<file path="config.mk">
export PLATFORM = sky130hd
export DESIGN_NAME = analog_shared_gpio_port_regs
export DESIGN_NICKNAME = d
export VERILOG_FILES = /design/src/adport_pkg.sv /design/src/analog_shared_gpio_port_regs.sv
export VERILOG_INCLUDE_DIRS = /design/src
export SDC_FILE = /design/constraint.sdc
export NUM_CORES = 1
export LEC_CHECK = 0
export BUFFER_PORTS_ARGS = -buffer_cell sky130_fd_sc_hd__buf_2
export CAP_MARGIN = 20
export CORE_UTILIZATION = 47
export CTS_CLUSTER_DIAMETER = 60
export DETAILED_ROUTE_END_ITERATION = 6
export PLACE_DENSITY = 0.72
export REMOVE_ABC_BUFFERS = 1
export SLEW_MARGIN = 10
export SYNTH_ARGS = -nofsm -noshare
export SYNTH_HDL_FRONTEND = slang
export SYNTH_SLANG_ARGS = --single-unit
export TNS_END_PERCENT = 20
</file>
<file path="constraint.sdc">
create_clock -name i_mclk -period 1.11 [get_ports i_mclk]
set_input_delay 0 -clock i_mclk [delete_from_list [all_inputs] [get_ports i_mclk]]
set_output_delay 0 -clock i_mclk [all_outputs]
set_load 0.005 [all_outputs]
</file>
<file path="src/adport_regs.svh">
`ifndef ADPORT_REGS_SVH
`define ADPORT_REGS_SVH

// register offsets
`define ADPORT_OFS_OUTPUT_DATA   6'h30
`define ADPORT_OFS_PIN_INPUT     6'h31
`define ADPORT_OFS_DIRECTION     6'h32
`define ADPORT_OFS_DRIVE         6'h33
`define ADPORT_OFS_PULL_ENABLE   6'h34
`define ADPORT_OFS_PULL_POLARITY 6'h35

// reset values
`define ADPORT_RST_OUTPUT_DATA   8'h00
`define ADPORT_RST_DIRECTION     8'h00
`define ADPORT_RST_DRIVE         8'h00
`define ADPORT_RST_PULL_ENABLE   8'h00
`define ADPORT_RST_PULL_POLARITY 8'h00

// readback lag after a direction change, in bus cycles
`define ADPORT_SYNC_LAG          2

`endif

</file>
<file path="src/adport_pkg.sv">
package adport_pkg;
    typedef logic [7:0] port_byte_t;
    typedef logic [5:0] reg_addr_t;
endpackage

</file>
<file path="src/analog_shared_gpio_port_regs.sv">
// Behaviour
// [RULE1] data register reads stored bit if output, synced pin if input
// [RULE2] input register always reads synchronised pins; writes are ignored
// [RULE3] direction 0 makes pin an input, 1 an output from data register
// [RULE4] readback may lag direction change by up to two bus cycles
// [RULE5] reduced-drive bit selects drive strength only when pin is output
// [RULE6] pull enable acts only while pin is an input
// [RULE7] all pull devices disabled after reset
// [RULE8] pull stays off while the pin's converter channel is enabled
// [RULE9] pull enable 0 disables pull, 1 enables polarity-selected pull
// [RULE10] polarity picks up or down, effective only when enabled and input
// [RULE11] config writable any time, applied only when pin use permits
// [RULE12] pin serves as general I/O or as peripheral output or input
// [RULE13] pull-up never active while pin is a push-pull output
// [RULE14] direction bit ignored while a peripheral controls the pin
// [RULE15] data writes reach pin only while pin is a general output
// [RULE16] polarity 0 pull-up, 1 pull-down; drive 0 full, 1 reduced
`timescale 1ns/1ps
`include "adport_regs.svh"

module analog_shared_gpio_port_regs #(
    parameter int WIDTH = 8
) (
    // clock and reset
    input  wire logic                   i_mclk,
    input  wire logic                   i_sys_rst,
    // register port
    input  wire adport_pkg::reg_addr_t  i_addr,
    input  wire adport_pkg::port_byte_t i_wdata,
    input  wire logic                   i_wr,
    input  wire logic                   i_rd,
    output logic [WIDTH-1:0]            o_rdata,
    // peripheral sharing
    input  wire logic [WIDTH-1:0]       i_periph_own,
    input  wire logic [WIDTH-1:0]       i_periph_oe,
    input  wire logic [WIDTH-1:0]       i_periph_out,
    input  wire logic [WIDTH-1:0]       i_adc_chan_en,
    output logic [WIDTH-1:0]            o_periph_in,
    // pins
    input  wire logic [WIDTH-1:0]       i_pin,
    output logic [WIDTH-1:0]            o_pin,
    output logic [WIDTH-1:0]            o_pin_oe,
    output logic [WIDTH-1:0]            o_pin_reduced,
    output logic [WIDTH-1:0]            o_pull_up_en,
    output logic [WIDTH-1:0]            o_pull_dn_en
);

    logic [WIDTH-1:0] output_data;
    logic [WIDTH-1:0] direction;
    logic [WIDTH-1:0] drive_strength;
    logic [WIDTH-1:0] pull_enable;
    logic [WIDTH-1:0] pull_polarity;
    logic [WIDTH-1:0] pin_meta;
    logic [WIDTH-1:0] pin_sync;
    logic [WIDTH-1:0] next_oe;
    logic [WIDTH-1:0] next_pin;
    logic [WIDTH-1:0] next_pull_on;
    logic [WIDTH-1:0] next_rdata;
    logic [WIDTH-1:0] wr_val;

    // write data trimmed to the port width once, shared by every register
    assign wr_val = i_wdata[WIDTH-1:0];

    // register writes; every register but the input register accepts a write at any time
    always_ff @(posedge i_mclk) begin
        if (i_sys_rst) begin
            output_data    <= WIDTH'(`ADPORT_RST_OUTPUT_DATA);
            direction      <= WIDTH'(`ADPORT_RST_DIRECTION);
            drive_strength <= WIDTH'(`ADPORT_RST_DRIVE);
            pull_enable    <= WIDTH'(`ADPORT_RST_PULL_ENABLE); // RULE7
            pull_polarity  <= WIDTH'(`ADPORT_RST_PULL_POLARITY);
        end else if (i_wr) begin // RULE11
            unique case (i_addr)
                `ADPORT_OFS_OUTPUT_DATA:   output_data    <= wr_val;
                `ADPORT_OFS_DIRECTION:     direction      <= wr_val;
                `ADPORT_OFS_DRIVE:         drive_strength <= wr_val;
                `ADPORT_OFS_PULL_ENABLE:   pull_enable    <= wr_val;
                `ADPORT_OFS_PULL_POLARITY: pull_polarity  <= wr_val;
                default: ; // input register and unmapped: ignored   RULE2
            endcase
        end
    end

    // two-stage pin synchroniser; this is why readback lags direction
    always_ff @(posedge i_mclk) begin
        if (i_sys_rst) begin
            pin_meta <= '0;
            pin_sync <= '0;
        end else begin
            pin_meta <= i_pin;
            pin_sync <= pin_meta; // RULE4
        end
    end

    // pin control: peripheral ownership overrides the direction bit
    always_comb begin
        for (int i = 0; i < WIDTH; i++) begin
            if (i_periph_own[i]) begin // RULE14 RULE12
                next_oe[i]  = i_periph_oe[i];
                next_pin[i] = i_periph_out[i];
            end else begin
                next_oe[i]  = direction[i]; // RULE3
                next_pin[i] = output_data[i]; // RULE15
            end
            // pull only on an input pin with its converter channel off
            next_pull_on[i] = pull_enable[i] & ~next_oe[i]
                              & ~i_adc_chan_en[i]; // RULE6 RULE8 RULE9 RULE13
        end
    end

    // registered pin drive so outputs come straight from flops
    always_ff @(posedge i_mclk) begin
        if (i_sys_rst) begin
            o_pin         <= '0;
            o_pin_oe      <= '0;
            o_pin_reduced <= '0;
            o_pull_up_en  <= '0;
            o_pull_dn_en  <= '0;
            o_periph_in   <= '0;
        end else begin
            o_pin         <= next_pin & next_oe; // RULE15
            o_pin_oe      <= next_oe;
            o_pin_reduced <= drive_strength & next_oe; // RULE5 RULE16
            o_pull_up_en  <= next_pull_on & ~pull_polarity; // RULE10 RULE16
            o_pull_dn_en  <= next_pull_on & pull_polarity; // RULE10 RULE16
            o_periph_in   <= pin_sync; // RULE12
        end
    end

    // read mux
    always_comb begin
        next_rdata = '0;
        unique case (i_addr)
            `ADPORT_OFS_OUTPUT_DATA:
                next_rdata = (direction & output_data)
                             | (~direction & pin_sync); // RULE1
            `ADPORT_OFS_PIN_INPUT:     next_rdata = pin_sync; // RULE2
            `ADPORT_OFS_DIRECTION:     next_rdata = direction;
            `ADPORT_OFS_DRIVE:         next_rdata = drive_strength;
            `ADPORT_OFS_PULL_ENABLE:   next_rdata = pull_enable;
            `ADPORT_OFS_PULL_POLARITY: next_rdata = pull_polarity;
            default:                   next_rdata = '0;
        endcase
    end

    // read data valid only in the cycle after the strobe
    always_ff @(posedge i_mclk) begin
        if (i_sys_rst) begin
            o_rdata <= '0;
        end else if (i_rd) begin
            o_rdata <= next_rdata;
        end else begin
            o_rdata <= '0;
        end
    end
endmodule // analog_shared_gpio_port_regs

</file>
**Word level (Yosys, flattened, before mapping)**

Cells that the tools add are included.

- Register bits: 112
- Latch bits: 0
- RAM bits: 0
- Memory bits (read-only): 0
- Input port bits: 58
- Output and inout port bits: 56
- Logic and storage cells: 85
- Memories: 0

- Add/subtract/negate cells: 0
- Multiply operators: 0
- Divide/modulo/power cells: 0
- Order comparisons: 0
- Equality and inequality tests: 6
- Shift-type cells: 0
- Multiplexer cells: 17
- Bitwise gates (word level): 42
- Reductions and logical operators: 6

Operators with widths:

| cell | count |
|---|---|
| $and 8x8->8 | 6 |
| $pmux 8 s6 | 1 |
| $eq 6x6->1 const B | 6 |
| $not 1->1 | 17 |
| $and 1x1->1 | 16 |
| $mux 1 | 16 |
| $not 8->8 | 2 |
| $reduce_and 2->1 | 5 |
| $or 8x8->8 | 1 |
| $reduce_or 2->1 | 1 |

**Logic depth before layout (Yosys ltp)**

- Depth after elaboration: 5
- Gate-level depth with buffers: 7
- Gate-level depth less buffers: 4

**Least setup slack after synthesis**

No wires, ideal clock.

- Path kind: input-to-reg
- From: input port i_addr[3]
- To: register o_rdata[5]
- Setup time: 0.128 ns
- Data arrival time: 0.985 ns
- Required time: 0.982 ns
- Slack: -0.003 ns
- Cell stages on the path: 7
- Buffers on the path: 3
- Path through: and4bb_1 -> buf_4 -> and3b_1 -> buf_2 -> buf_6 -> a22oi_2 -> a21oi_1

- Cells in the longest elaborated chain, start to end: 2
- Elaborated cells between the ends (all ways): 7
- Classes of those cells: 6 x eq/ne; 1 x mux

RTL lines:

| what | RTL line | RTL |
|---|---|---|
| from (decl) | analog_shared_gpio_port_regs.sv:28 | `input wire adport_pkg::reg_addr_t i_addr,` |
| $eq 6x6->1 | analog_shared_gpio_port_regs.sv:133 | `unique case (i_addr)` |
| $pmux 8 s6 * | analog_shared_gpio_port_regs.sv:133 |  |
| to (signal assigned) | analog_shared_gpio_port_regs.sv:151 | `o_rdata <= next_rdata;` |
| to (decl) | analog_shared_gpio_port_regs.sv:32 | `output logic [WIDTH-1:0] o_rdata,` |

Every way passes the cells marked *; elsewhere a longest branch is shown, timed or not.
A chain may end at the register's enable or synchronous reset.

**Worst setup path after layout**

- From: register direction[6]
- To: register o_rdata[6]

- Cells in the longest elaborated chain, start to end: 4
- Elaborated cells between the ends (all ways): 5
- Classes of those cells: 1 x mux; 4 x bitwise

RTL lines:

| what | RTL line | RTL |
|---|---|---|
| from (decl) | analog_shared_gpio_port_regs.sv:49 | `logic [WIDTH-1:0] direction;` |
| from (signal assigned) | analog_shared_gpio_port_regs.sv:68 | `` direction <= WIDTH'(`ADPORT_RST_DIRECTION); `` |
| from (signal assigned) | analog_shared_gpio_port_regs.sv:75 | `` `ADPORT_OFS_DIRECTION: direction <= wr_val; `` |
| $not 8->8 | analog_shared_gpio_port_regs.sv:136 | `\| (~direction & pin_sync);` |
| $and 8x8->8 | analog_shared_gpio_port_regs.sv:136 |  |
| $or 8x8->8 | analog_shared_gpio_port_regs.sv:136 |  |
| $pmux 8 s6 * | analog_shared_gpio_port_regs.sv:133 |  |

Marks and branches as above.

==> metrics.txt <==
DRT iter0 DRCs 171; Slew Limit Fails 0; maximum number of pins on one net before global-route repair 51; gpl congestion 0.7907; antenna violations before repair 0; main combinational cell family by area after synthesis simple AND/OR/NAND/NOR gates; WL/cell 14.97 um; post-synthesis simple-gate area fraction 20.09%; total CTS buffers 9; Detail Route Antenna Nets 0; FMAX 0.9121 GHz; CTS Sinks 112; TritonRoute pass-1 iters 4; post-detailed-route via-to-cell ratio 5.003; Site Rows 33; CTS root buf clkbuf_8; Yosys reg bits 112; share of cells above drive strength 1 33.78%; clock tree buffer depth 2; setup TNS 0 ns; peak supply drop 0.7233 mV; CP peak stage delay 0.37 ns; XOR/XNOR Fraction of Synth Area 0%; Post-Synthesis Cells 405; multi-input logic area 1758 sq um; Setup Crit Path Kind reg -> reg; actual slew at the worst max-slew pin 0.4017 ns; routed vias 3517; Crit path max-delay family simple AND/OR/NAND/NOR gates; hold crit path type in -> reg; pre-CTS setup slack -0.1815 ns; H-tree Lvls 3; Worst Clk Skew 0.01024 ns; WP buf/inv 0; Filler cells 673; crit share post-route 98.77%; worst hold start i_periph_own[5]; Die Area 9218 sq um; Core Area 8382 sq um; r2r setup slk 0.01 ns; total track usage 24.11%; Area after DPL 5020 sq um; Post-Syn Area 4154 sq um; count of input and output buffers 113; R2R Path Start direction[6]; CP startpoint kind flop; PwrDens 1279 nW/um^2; most used cell, CP a21oi_1; status completed; cells along the critical path or3b_1 -> a21oi_1 -> o21ai_1 -> a21oi_1; post-route minimum period 1.096 ns; hpwl dp 7153 um; Die Wd 96.01 um; synth unique cells 38; Core Util, Final 68.62%; Final setup viols 0; fraction of the yosys area taken by sequential cells 53.98%; hold endpoint o_pin_oe[5]; Initial Util 49.56%; CP required 1.41 ns; first-pass GRT wire length 16780 um; Syn. warnings 0; Worst Slack Setup Final 0.01363 ns; Leakage 2.671 nW; Max-Cap Viols 0; Crit Path Max Fanout 2; Synth Area in Adders 0%; clock slew at reported path FFs 0.10 ns; final instance area 5752 sq um; total power 7.358 mW; unrepaired setup endpoints after global routing true; fin nets 651; mux cell area share after synthesis 14.94%; GR Overflow Total 0; vias in the first global route 3547; critical path's slowest cell or3b_1; R2R depth 4; Die Y 96.01 um; antenna cells 0; Hold Vio Cnt, Final 0; final wirelength 10520 um; CP Data Arrival Time 1.40 ns; Layout area overhead 38.46%; syn avg cell area 10.26 sq um; DRC 0; reg-to-reg endpoint o_rdata[6]; Max-Slew Margin vs Limit 73.22%; crit end category flop; worst hold path stage count 3; clock latency on the worst-skew pair 0.37 ns; CTS tree yes; Boundary Pins 114; area fraction in compound gates after synthesis 6.898%; Register Area 2247 sq um
-- repair_timing --
| item | CTS | global route |
|---|---|---|
| setup buffers | 0 | 0 |
| hold buffers | 49 | 0 |
| gates cloned | 0 | 0 |
| pin swaps | 1 | 1 |
| gates resized for setup | 3 | 6 |
| setup endpoints to repair | 2 | 11 |
| hold endpoints to repair | 80 | 0 |
-- cells in the mapped netlist (all sizes together) --
library cell | count | area share, %
a21oi | 24 | 3.6
a22oi | 5 | 1.1
a2bb2oi | 1 | 0.21
a31oi | 1 | 0.15
a32oi | 1 | 0.21
and2 | 9 | 1.4
and3 | 1 | 0.15
and3b | 1 | 0.21
and4bb | 1 | 0.30
buf | 14 | 2.4
clkbuf | 10 | 0.90
dfxtp | 112 | 54
inv | 9 | 0.81
mux2 | 8 | 2.2
mux2i | 53 | 13
nand2 | 20 | 1.8
nand2b | 2 | 0.30
nand3 | 27 | 4.2
nand3b | 1 | 0.18
nand4 | 2 | 0.81
nand4b | 2 | 0.42
nor2 | 57 | 5.2
nor2b | 25 | 3.8
nor3 | 8 | 0.96
nor4bb | 1 | 0.24
o21ai | 3 | 0.36
o22a | 5 | 1.1
o22ai | 1 | 0.15
or3b | 1 | 0.21
-- metrics by stage --
stage | instances | hold WS (ns)
2_1_floorplan | 381 | 0.06244
3_3_place_gp | 638 | 0.2084
3_5_place_dp | 638 | 0.2141
4_1_cts | 703 | 0.0001915
5_1_grt | 703 | 0.03049
6_report | 703 | 0.0007054
-- area by class of cell --
cell class | instances | share of cell area (%)
Tap cell | 105 | 2.284
Clock buffer | 9 | 2.154
Clock inverter | 7 | 1.675
Inverter | 9 | 0.5873
Multi-Input combinational cell | 260 | 30.56
Timing Repair Buffer | 201 | 23.67
Sequential cell | 112 | 39.07
-- cells by family (layout without fill, tap and decap cells) --
family | count (synthesis) | after routing
buffers and inverters | 33 | 226
muxes | 61 | 61
and+or+nand+nor | 158 | 158
AOI/OAI and AO/OA | 41 | 41
DFF | 112 | 112
-- cell usage in the layout (no fill, tap or decap), types with 9 or more instances in the layout --
cell | netlist | final
a21oi_1 | 16 | 16
and2_1 | 9 | 9
buf_2 | 7 | 113
buf_4 | 3 | 38
clkbuf_8 | 0 | 9
dfxtp_1 | 112 | 108
dlygate4sd3_1 | 0 | 49
inv_1 | 9 | 9
mux2i_1 | 53 | 50
nand2_1 | 20 | 20
nand3_1 | 19 | 19
nor2_1 | 57 | 57
nor2b_1 | 25 | 25
-- worst max-delay path by stage --
| stage | end | startpoint | cells past startpoint | slack, ns |
|---|---|---|---|---|
| final | o_rdata[6] | direction[6] | 4 | 0.01 |
| after global routing | o_rdata[6] | direction[6] | 4 | -0.02 |
| after CTS | o_rdata[6] | direction[6] | 4 | 0.001 |
| after detailed placement | o_rdata[4] | i_addr[3] | 7 | -0.18 |
| after global placement | o_rdata[4] | i_addr[3] | 7 | -0.16 |
| after floorplan | direction[0] | i_addr[5] | 4 | -0.75 |
-- routing by layer --
metal / GRT usage [%] / share of wire, % / up-vias
li1: - / - / 1743
met5: 0 / 0 / -
met4: 8.333 / 1.7 / 0
met2: 42.14 / 50 / 99
met3: 5.766 / 4.5 / 16
met1: 28.78 / 44 / 1659
-- report_power, final --
| group | internal, mW | leakage (nW) | switching, mW |
|---|---|---|---|
| combinational | 0.337 | 1.66 | 0.283 |
| sequential | 4.07 | 0.910 | 0.0211 |
| clock | 1.27 | 0.101 | 1.37 |
| total | 5.68 | 2.67 | 1.68 |
-- worst reg2reg max path: cells and delay by family (launching register included) --
kind            cells  cell delay [ns]
flops               1             0.33
compound gates      3             0.33
simple gates        1             0.37
No activity file was read; power rests on OpenSTA's default activity.
